`config.mk`:
```
export PLATFORM = sky130hd
export DESIGN_NAME = host_glue
export DESIGN_NICKNAME = d
export VERILOG_FILES = /design/src/host_glue_pkg.sv /design/src/host_glue.sv
export VERILOG_INCLUDE_DIRS = /design/src
export SDC_FILE = /design/constraint.sdc
export NUM_CORES = 1
export LEC_CHECK = 0
export BUFFER_PORTS_ARGS = -buffer_cell sky130_fd_sc_hd__buf_2
export CAP_MARGIN = 20
export CORE_MARGIN = 2
export CORE_UTILIZATION = 55
export DETAILED_ROUTE_END_ITERATION = 16
export GPL_ROUTABILITY_DRIVEN = 0
export PLACE_DENSITY_LB_ADDON = 0.1
export SYNTH_ARGS = -nofsm -noshare
export SYNTH_HDL_FRONTEND = slang
export SYNTH_SLANG_ARGS = --single-unit
```
`constraint.sdc`:
```
create_clock -name clk_i -period 3.2 [get_ports clk_i]
set_clock_uncertainty 0.05 [all_clocks]
set_input_delay 0.16 -clock clk_i [delete_from_list [all_inputs] [get_ports clk_i]]
set_output_delay 0.16 -clock clk_i [all_outputs]
set_load 0.02 [all_outputs]
```
`src/host_glue_params.svh`:
```
`ifndef HOST_GLUE_PARAMS_SVH
`define HOST_GLUE_PARAMS_SVH

`define CLK_MHZ        10
`define DEV_RST_NS     2000
`define DEV_EXIT_NS    4000
`define DEV_RST_CYC    ((`DEV_RST_NS * `CLK_MHZ + 999) / 1000)
`define DEV_EXIT_CYC   ((`DEV_EXIT_NS * `CLK_MHZ + 999) / 1000)
`define DATA_WIN_ADDR  32'h1000_0000
`define ADDR_PTR_ADDR  32'h1000_0004
`define SEL_BIT        2
`define REGION_HI      31
`define REGION_LO      29
`define REGION_CNT     8
`define BW_32          2'h2
`define REGION_TABLE   16'h0002
`define DATA_CACHE_ENABLE_INIT      1'h0
`define BYTE_ORD_INIT  1'h0
`define DIR_WRITE      1'h1
`define BUF_DEPTH      2'h2

`endif

```
`src/host_glue_pkg.sv`:
```
package host_glue_pkg;

    typedef enum logic [5:0] {
        ST_DEVRST  = 6'h01,
        ST_DEVEXIT = 6'h02,
        ST_LOAD    = 6'h04,
        ST_IDLE    = 6'h08,
        ST_DATA    = 6'h10,
        ST_HOLD    = 6'h20
    } glue_state_e;

    typedef struct packed {
        glue_state_e  st;
        logic [7:0]   cnt;
        logic [2:0]   ridx;
        logic [15:0]  region_w;
        logic         tbl_valid;
        logic         data_cache_enable;
        logic         byte_ord;
        logic [2:0]   clk_s;
        logic [2:0]   rdy_s;
        logic [2:0]   hreq_s;
        logic [2:0]   int_s;
        logic         clk_lvl;
        logic         rdy_lvl;
        logic         hreq_lvl;
        logic         int_lvl;
        logic         pend;
        logic         c_write;
        logic         c_ptr;
        logic [31:0]  c_wdata;
        logic [3:0]   c_lanes;
        logic         cmd_ready;
        logic         dev_rst_n;
        logic [31:0]  ad;
        logic         ad_oe;
        logic         as_n;
        logic         cs_n;
        logic         rsel;
        logic         dir;
        logic         host_burst_last_n;
        logic [3:0]   lanes;
        logic         grant;
        logic         wr_done;
        logic [1:0]   bcnt;
        logic [31:0]  buf0;
        logic [31:0]  buf1;
        logic         rsp_valid;
    } glue_state_s;

endpackage

```
`src/host_glue.sv`:
```
// Operation
// - Shared 32-bit address/data path, no conversion
// - Address bit 2 drives register select
// - Decode chip select, qualified by address strobe
// - Address strobe marks the address cycle
// - Burst-last flags the final data beat
// - Four lane enables qualify byte lanes
// - Device reset first, bus not driven
// - Hold host off bus while device exits
// - Eight regions, each with width attribute
// - Device region programmed 32-bit wide
// - Load regions, then table-valid enables them
// - Data cache disabled by default
// - Byte order little-endian by default
`include "host_glue_params.svh"
`timescale 1ns/1ps
`default_nettype none

module host_glue
    import host_glue_pkg::*;
(
    input  wire logic        clk_i,
    input  wire logic        rst_n_i,
    input  wire logic        shared_bus_clock_i,
    output logic             dev_reset_n_o,
    input  wire logic [31:0] shared_data_bus_i,
    output logic      [31:0] shared_data_bus_o,
    output logic             shared_data_bus_oe_o,
    output logic             host_addr_strobe_n_o,
    output logic             device_select_n_o,
    output logic             register_select_o,
    output logic             direction_o,
    output logic             host_burst_last_n_o,
    output logic      [3:0]  host_lane_enables_o,
    input  wire logic        host_ready_n_i,
    input  wire logic        bus_hold_request_i,
    output logic             bus_hold_grant_o,
    input  wire logic        interrupt_in_i,
    output logic             irq_o,
    input  wire logic        cmd_valid_i,
    output logic             cmd_ready_o,
    input  wire logic        cmd_write_i,
    input  wire logic        cmd_ptr_i,
    input  wire logic [31:0] cmd_wdata_i,
    input  wire logic [3:0]  cmd_lanes_i,
    output logic             wr_done_o,
    output logic             rsp_valid_o,
    output logic      [31:0] rsp_data_o,
    input  wire logic        rsp_ready_i
);

    glue_state_s q;
    glue_state_s d;
    logic        rise;
    logic [31:0] addr;

    always_comb begin
        d = q;
        rise = 1'b0;
        d.wr_done = 1'b0;
        // Three-stage synchronisers; a level counts once stages two and three agree
        d.clk_s  = {q.clk_s[1:0], shared_bus_clock_i};
        d.rdy_s  = {q.rdy_s[1:0], host_ready_n_i};
        d.hreq_s = {q.hreq_s[1:0], bus_hold_request_i};
        d.int_s  = {q.int_s[1:0], interrupt_in_i};
        if (q.clk_s[2] == q.clk_s[1]) d.clk_lvl = q.clk_s[2];
        if (q.rdy_s[2] == q.rdy_s[1]) d.rdy_lvl = q.rdy_s[2];
        if (q.hreq_s[2] == q.hreq_s[1]) d.hreq_lvl = q.hreq_s[2];
        if (q.int_s[2] == q.int_s[1]) d.int_lvl = q.int_s[2];
        rise = d.clk_lvl & ~q.clk_lvl;
        addr = q.c_ptr ? `ADDR_PTR_ADDR : `DATA_WIN_ADDR;

        // Response buffer drains regardless of bus activity
        if (rsp_ready_i && q.bcnt != 2'h0) begin
            d.buf0 = q.buf1;
            d.bcnt = q.bcnt - 2'h1;
        end

        if (q.st == ST_IDLE && q.cmd_ready && cmd_valid_i) begin
            d.pend    = 1'b1;
            d.c_write = cmd_write_i;
            d.c_ptr   = cmd_ptr_i;
            d.c_wdata = cmd_wdata_i;
            d.c_lanes = cmd_lanes_i;
        end

        case (q.st)
            ST_DEVRST: begin
                d.ad_oe = 1'b0;
                if (q.cnt == 8'(`DEV_RST_CYC)) begin
                    d.cnt       = 8'h0;
                    d.dev_rst_n = 1'b1;
                    // Hold goes up with the release so the host never sees a free bus
                    d.grant     = 1'b1;
                    d.st        = ST_DEVEXIT;
                end else begin
                    d.cnt = q.cnt + 8'h1;
                end
            end
            ST_DEVEXIT: begin
                // Bus stays floated while grant is up; the device latched its straps from the pulls during reset
                d.grant = 1'b1;
                d.ad_oe = 1'b0;
                if (q.cnt == 8'(`DEV_EXIT_CYC)) begin
                    d.grant = 1'b0;
                    d.st    = ST_LOAD;
                end else begin
                    d.cnt = q.cnt + 8'h1;
                end
            end
            ST_LOAD: begin
                // Attributes load one per cycle; valid bit sets with the last one so none is used half-built
                d.region_w[q.ridx*2 +: 2] = 2'(`REGION_TABLE >> (q.ridx * 2));
                d.ridx = q.ridx + 3'h1;
                if (q.ridx == 3'(`REGION_CNT - 1)) begin
                    d.tbl_valid = 1'b1;
                    d.data_cache_enable      = `DATA_CACHE_ENABLE_INIT;
                    d.byte_ord  = `BYTE_ORD_INIT;
                    d.st        = ST_IDLE;
                end
            end
            ST_IDLE: begin
                if (rise) begin
                    d.as_n  = 1'b1;
                    d.cs_n  = 1'b1;
                    d.ad_oe = 1'b0;
                    if (q.hreq_lvl) begin
                        d.grant = 1'b1;
                        d.st    = ST_HOLD;
                    end else if (q.pend && q.bcnt != `BUF_DEPTH
                                 && q.region_w[addr[`REGION_HI:`REGION_LO]*2 +: 2] == `BW_32) begin
                        d.ad      = addr;
                        d.ad_oe   = 1'b1;
                        d.as_n    = 1'b0;
                        d.cs_n    = 1'b0;
                        d.rsel    = addr[`SEL_BIT];
                        d.dir     = q.c_write ? `DIR_WRITE : ~`DIR_WRITE;
                        d.lanes   = q.c_lanes;
                        d.host_burst_last_n = 1'b0;
                        d.st      = ST_DATA;
                    end
                end
            end
            ST_DATA: begin
                if (rise) begin
                    d.as_n = 1'b1;
                    if (q.as_n) begin
                        if (!q.rdy_lvl) begin
                            d.cs_n    = 1'b1;
                            d.ad_oe   = 1'b0;
                            d.host_burst_last_n = 1'b1;
                            d.pend    = 1'b0;
                            d.st      = ST_IDLE;
                            if (q.c_write) begin
                                d.wr_done = 1'b1;
                            end else begin
                                if (d.bcnt == 2'h0) d.buf0 = shared_data_bus_i;
                                else d.buf1 = shared_data_bus_i;
                                d.bcnt = d.bcnt + 2'h1;
                            end
                        end
                    end else begin
                        d.ad    = q.c_wdata;
                        d.ad_oe = q.c_write;
                    end
                end
            end
            ST_HOLD: begin
                d.ad_oe = 1'b0;
                if (rise && !q.hreq_lvl) begin
                    d.grant = 1'b0;
                    d.st    = ST_IDLE;
                end
            end
            default: d.st = ST_DEVRST;
        endcase

        d.cmd_ready = (d.st == ST_IDLE) && !d.pend && d.tbl_valid;
        d.rsp_valid = d.bcnt != 2'h0;
    end

    always_ff @(posedge clk_i) begin
        if (!rst_n_i) begin
            q           <= '0;
            q.st        <= ST_DEVRST;
            q.as_n      <= 1'b1;
            q.cs_n      <= 1'b1;
            q.host_burst_last_n   <= 1'b1;
            q.rdy_s     <= 3'h7;
            q.rdy_lvl   <= 1'b1;
        end else begin
            q <= d;
        end
    end

    assign dev_reset_n_o        = q.dev_rst_n;
    assign shared_data_bus_o    = q.ad;
    assign shared_data_bus_oe_o = q.ad_oe;
    assign host_addr_strobe_n_o = q.as_n;
    assign device_select_n_o    = q.cs_n;
    assign register_select_o    = q.rsel;
    assign direction_o          = q.dir;
    assign host_burst_last_n_o  = q.host_burst_last_n;
    assign host_lane_enables_o  = q.lanes;
    assign bus_hold_grant_o     = q.grant;
    assign irq_o                = q.int_lvl;
    assign cmd_ready_o          = q.cmd_ready;
    assign wr_done_o            = q.wr_done;
    assign rsp_valid_o          = q.rsp_valid;
    assign rsp_data_o           = q.buf0;
endmodule // host_glue

`default_nettype wire

```
; Word level (Yosys, flattened, before mapping)
; Cells that the tools add are included.
[op_classes]
n_eq_ne = 28
bitwise = 10
add_sub_neg = 5
reduce_logical = 29
shifts = 4
muxes = 52
[ops]
columns = op, n
row1 = 66-bit 2-to-1 mux, 5
row2 = 32-bit 2-to-1 mux, 3
row3 = 42-bit 2-to-1 mux, 2
row4 = 32-bit case mux with 2 select lines, 1
row5 = 6-bit 2-to-1 mux, 10
row6 = 43-bit 2-to-1 mux, 1
row7 = 39-bit 2-to-1 mux, 1
row8 = 6-bit case mux with 6 select lines, 1
row9 = 35-bit 2-to-1 mux, 1
row10 = 34-bit 2-to-1 mux, 1
row11 = 4-bit negation with 34-bit output, 1
row12 = "2-bit by 34-bit variable shift with 16-bit output, first input constant", 1
row13 = 2-bit by 34-bit indexed part select with 16-bit output, 1
row14 = "2-bit != test, second input constant", 11
row15 = 16-bit bitwise mux, 1
row16 = 8-bit 2-to-1 mux, 2
row17 = 8-bit case mux with 2 select lines, 1
row18 = "16-bit by 1-bit indexed part select with 2-bit output, second input constant", 1
row19 = 1-bit 2-to-1 mux, 15
row20 = "6-bit by 4-bit == test with 1-bit output, second input constant", 2
row21 = 6-bit AND reduction, 2
row22 = 5-bit AND reduction, 2
row23 = 3-bit 2-to-1 mux, 3
row24 = 1-bit inverter, 9
row25 = 34 further kinds, 50
[word_totals]
input_bits = 78
wordCells = 162
ff_bits = 202
output_inout_bits = 80

; Depth between registers and ports, before layout
[depth]
word_depth = 11
depth_mapped = 12
mapped_depth_nobuf = 9

; Worst setup path after synthesis
; Ideal clock, no wire load.
[synth_timing]
path_kind = register -> register
start = reg q[65] (netlist bit)
end = reg q[22] (netlist bit)
setup_slack_ps = 830
synth_period_minus_slack_ps = 2370
setup_ps = 143
required_time_ps = 3007
arrival_ps = 2177
stages_incl_launch_ff = 12
n_path_buf = 3
path_cell_list = dfxtp_1 inv_1 ha_1 nand2b_1 clkbuf_1 xnor2_1 ha_1 or4_4 buf_6 buf_12 nand2_2 a21oi_2
[synth_via]
elab_chain_len = 6
elab_cells_between_ends = 7
cone_classes = add/sub: 1 / mux: 1 / bitwise: 1 / reduce/logical: 4
[synth_lines]
columns = item, line_no
row1 = start: declaration, host_glue.sv:52  ; glue_state_s q;
row2 = "parallel branches: the longest is 2 deep, another holds 2-bit by 1-bit subtractor with 2-bit output", n/a
row3 = 34-bit 2-to-1 mux *, host_glue.sv:74  ; if (rsp_ready_i && q.bcnt != 2'h0) begin
row4 = 2-bit logical NOT *, host_glue.sv:157  ; if (d.bcnt == 2'h0) d.buf0 = shared_data_bus_i;
row5 = 1-bit inverter (no line) *, n/a
row6 = 6-bit AND reduction (no line) *, n/a
; Mark *: on every way between the ends.
; A chain may end at the register's enable or synchronous reset.

; Final worst setup path
[layout_timing]
start = reg q[65] (netlist bit)
end = reg q[12] (netlist bit)
; Same word-level chain as after synthesis.

==> impl_metrics.csv <==
group,metric,value,unit
layout,n_fill_cell,1217,
critical_path,worstPathRequired,3410,ps
critical_path,endpoint_kind,"flop",
layout,final_cell_mix,"187 x dfxtp_1, 169 x nand2_1, 157 x buf_2",
critical_path,path_cells,"inv_1 -> ha_1 -> nand2b_2 -> xnor2_1 -> ha_1 -> or4_4 -> nand2_1 -> a21oi_1",
synth,synth_cells,929,
critical_path,worst-path-max-fanout,32,
clocking,root_buffer,"clkbuf_16",
global_route,grtUsageTotal,22.66,%
timing,fmax,0.4076,GHz
layout,register_area,0.003744,mm^2
synth,ys_types,60,
timing,tightest_slew,816.5,ps
layout,drive_gt1_share,23.37,%
layout,multiInputGateArea,0.003487,mm^2
clocking,htree_levels,4,
flow_run,maxCapViolCount,0,
clocking,cts_setup_buffers,0,
critical_path,critPathLaunchType,"flop",
timing,maxSlewViolCount,0,
power,powerDensity,479.9,mW/mm^2
global_route,globalRouteOverflowTotal,0,
global_route,grt_max_degree,69,
critical_path,worstPathArrival,2660,ps
floorplanning,initial_core_util,56.00,%
critical_path,slowest_stage,"or4_4",
critical_path,worstSetupPathType,"reg -> reg",
synth,yosys.area.top_type,"dfxtp_1",
route,drc,0,
timing,maxSlewHeadroom,45.57,%
floorplanning,fp.dieW,125.4,um
timing,hold_viol_final,0,
timing,rsz0062_at_grt,"no",
clocking,clk_latency,420,ps
layout,finalNetCount,1148,
timing,setup_tns,0,ps
route,ant_nets,0,
outcome,status,"finished clean",
clocking,cts_made_buffers,17,
clocking,cts_resized,0,
floorplanning,rows,44,
synth,synth_seq_cells,187,
layout,syn2layout_area_growth,19.43,%
clocking,cts_buffer_depth,2,
synth,synthArstFlopShare,0,%
clocking,cts_hold_buf,74,
worst_hold_path,hold_path_class,"in -> reg",
timing,post-route-min-period,2453,ps
critical_path,cp_common_cell,"ha_1",
clocking,cts.clk_slew.worst_paths,60,ps
critical_path,cp_top_family,"simple AND/OR/NAND/NOR gates",
synth,avgSynthCellArea,8.727,um^2
global_route,grt_pass1_vias,6038,
synth,synth_edf_count,0,
synth,yosysSeqAreaShare,46.17,%
critical_path,crit_buf_inv,1,
timing,setup_violations,0,
synth,synth_flop_cell,"dfxtp_1",
power,p_leak,4.074,nW
synth,syn_nets,1016,
clocking,cts.sinks,187,
layout,instances_no_fill,1259,
route,wire_per_inst,14.35,um
layout,final_common_cell,"dfxtp_1",
placed_design,dpl.cell_count,1152,
critical_path,slowest_delay,790,ps
synth,synth_area_leaders,"dfxtp_1 46%, nand2_1 7.8%, buf_4 6.6%, a21oi_1 6.0%, mux2i_1 4.9%",
route,viasPerCell,5.244,
power,peakVddDrop,368.7,uV
route,vias,6602,
route,drt-total-wl,18.07,mm
global_route,antenna_found_initial,0,
timing,fin_crit_sh,76.66,%
synth,yosysWarnings,0,
global_route,grt_pass1_wl,29.37,mm
timing,hold-worst-slack,77.66,ps
floorplanning,die_area,0.01573,mm^2
floorplanning,dieHeight,125.4,um
floorplanning,pin_count,158,
clocking,tritoncts,"done",
synth,syn_area,0.008108,mm^2
placed_design,port_buffers,157,
route,dr.first_iter.drc_count,507,
floorplanning,core,0.01448,mm^2
critical_path,reg2reg_slack,750,ps
placed_design,place_hpwl,10.99,mm
synth,synth_top_area_share,46.17,%
route,firstDrtPassIters,5,
[routing by layer]
| metal | track usage (%) | part of all wire [%] |
|---|---|---|
| met5 | 0 | 0 |
| met4 | 8.497 | 1.7 |
| met3 | 4.707 | 5.0 |
| met2 | 36.03 | 47 |
| met1 | 30.55 | 47 |
[synth_stat cells, types with 3 or more instances]
library cell and count:
nor2_1 67, o21ai_0 12, xor2_1 8, a21oi_1 97, nor4_1 4, xnor2_1 4, nand2_1 169, dfxtp_1 187
and2_1 14, o2111ai_1 4, buf_2 17, nor2b_1 6, buf_4 71, a211oi_1 36, buf_6 4, inv_1 10
mux2i_1 40, a21oi_2 20, nand2b_1 4, nand3_1 37, nand2_2 20, ha_1 9, clkbuf_1 35, o211a_1 3
o211ai_1 4, and3_1 3, nand4_1 3
[power by group]
| group | switching (mW) | leakage (nW) | internal [mW] | total [mW] |
|---|---|---|---|---|
| registers | 0.00932 | 1.51 | 2.34 | 2.35 |
| logic | 0.136 | 2.29 | 0.146 | 0.282 |
| clock network | 0.868 | 0.274 | 1.14 | 2.01 |
[worst reg2reg max path, cell delays in order, from the launching register on]
cell	delay, ps
dfxtp_1	300
inv_1	70
ha_1	190
nand2b_2	200
xnor2_1	170
ha_1	280
or4_4	790
nand2_1	170
a21oi_1	80
[worst paths after layout]
| kind | end | from | cells after the start |
|---|---|---|---|
| worst max-delay path | q[12] | q[65] | 8 |
| worst max register to register | q[12] | q[65] | 8 |
| worst min-delay path | host_addr_strobe_n_o | rst_n_i | 2 |
| worst min register to register | d[164] | d[163] | 1 |
[sequential cells by signal, summed over array words and instances, names as in the netlist, 4 cells and up]
name	count
d	8
host_lane_enables_o	4
q	99
rsp_data_o	32
shared_data_bus_o	32
[metrics by stage]
step / util, % / cell area (um^2) / worst slack (ps) / total power [mW]
after floorplan: - / 8108 / 829.7 / 2.529
after global placement: 57.88 / 8381 / 799.6 / 2.616
after detailed placement: 57.88 / 8381 / 747.5 / 2.615
after CTS: 66.86 / 9681 / 734.2 / 4.689
after global routing: 66.86 / 9681 / 563.3 / 4.815
final: 66.88 / 9683 / 746.8 / 4.647
[logic make-up (layout without fill, tap and decap cells)]
| family | count (synthesis) | count (layout) | synth area share (%) |
|---|---|---|---|
| DFF | 187 | 187 | 46.17 |
| xor gates and xnor gates | 12 | 12 | 1.296 |
| muxes | 40 | 40 | 4.938 |
| buffers and inverters | 141 | 286 | 10.85 |
| adders and majority gates | 9 | 9 | 1.389 |
| AOI/OAI and AO/OA | 191 | 191 | 15.09 |
| other | 0 | 1 | 0 |
| and+or+nand+nor | 349 | 349 | 20.26 |
[area by class of cell]
cell class	count	share of cell area [%]
multi-input combinational	601	36.01
antenna	1	0.02584
clock inverter	12	1.266
timing repair buffer	243	16.69
sequential	187	38.66
inverter	11	0.4523
clock buffer	20	4.510
tap	184	2.378
(Power assumes the default switching activity.)
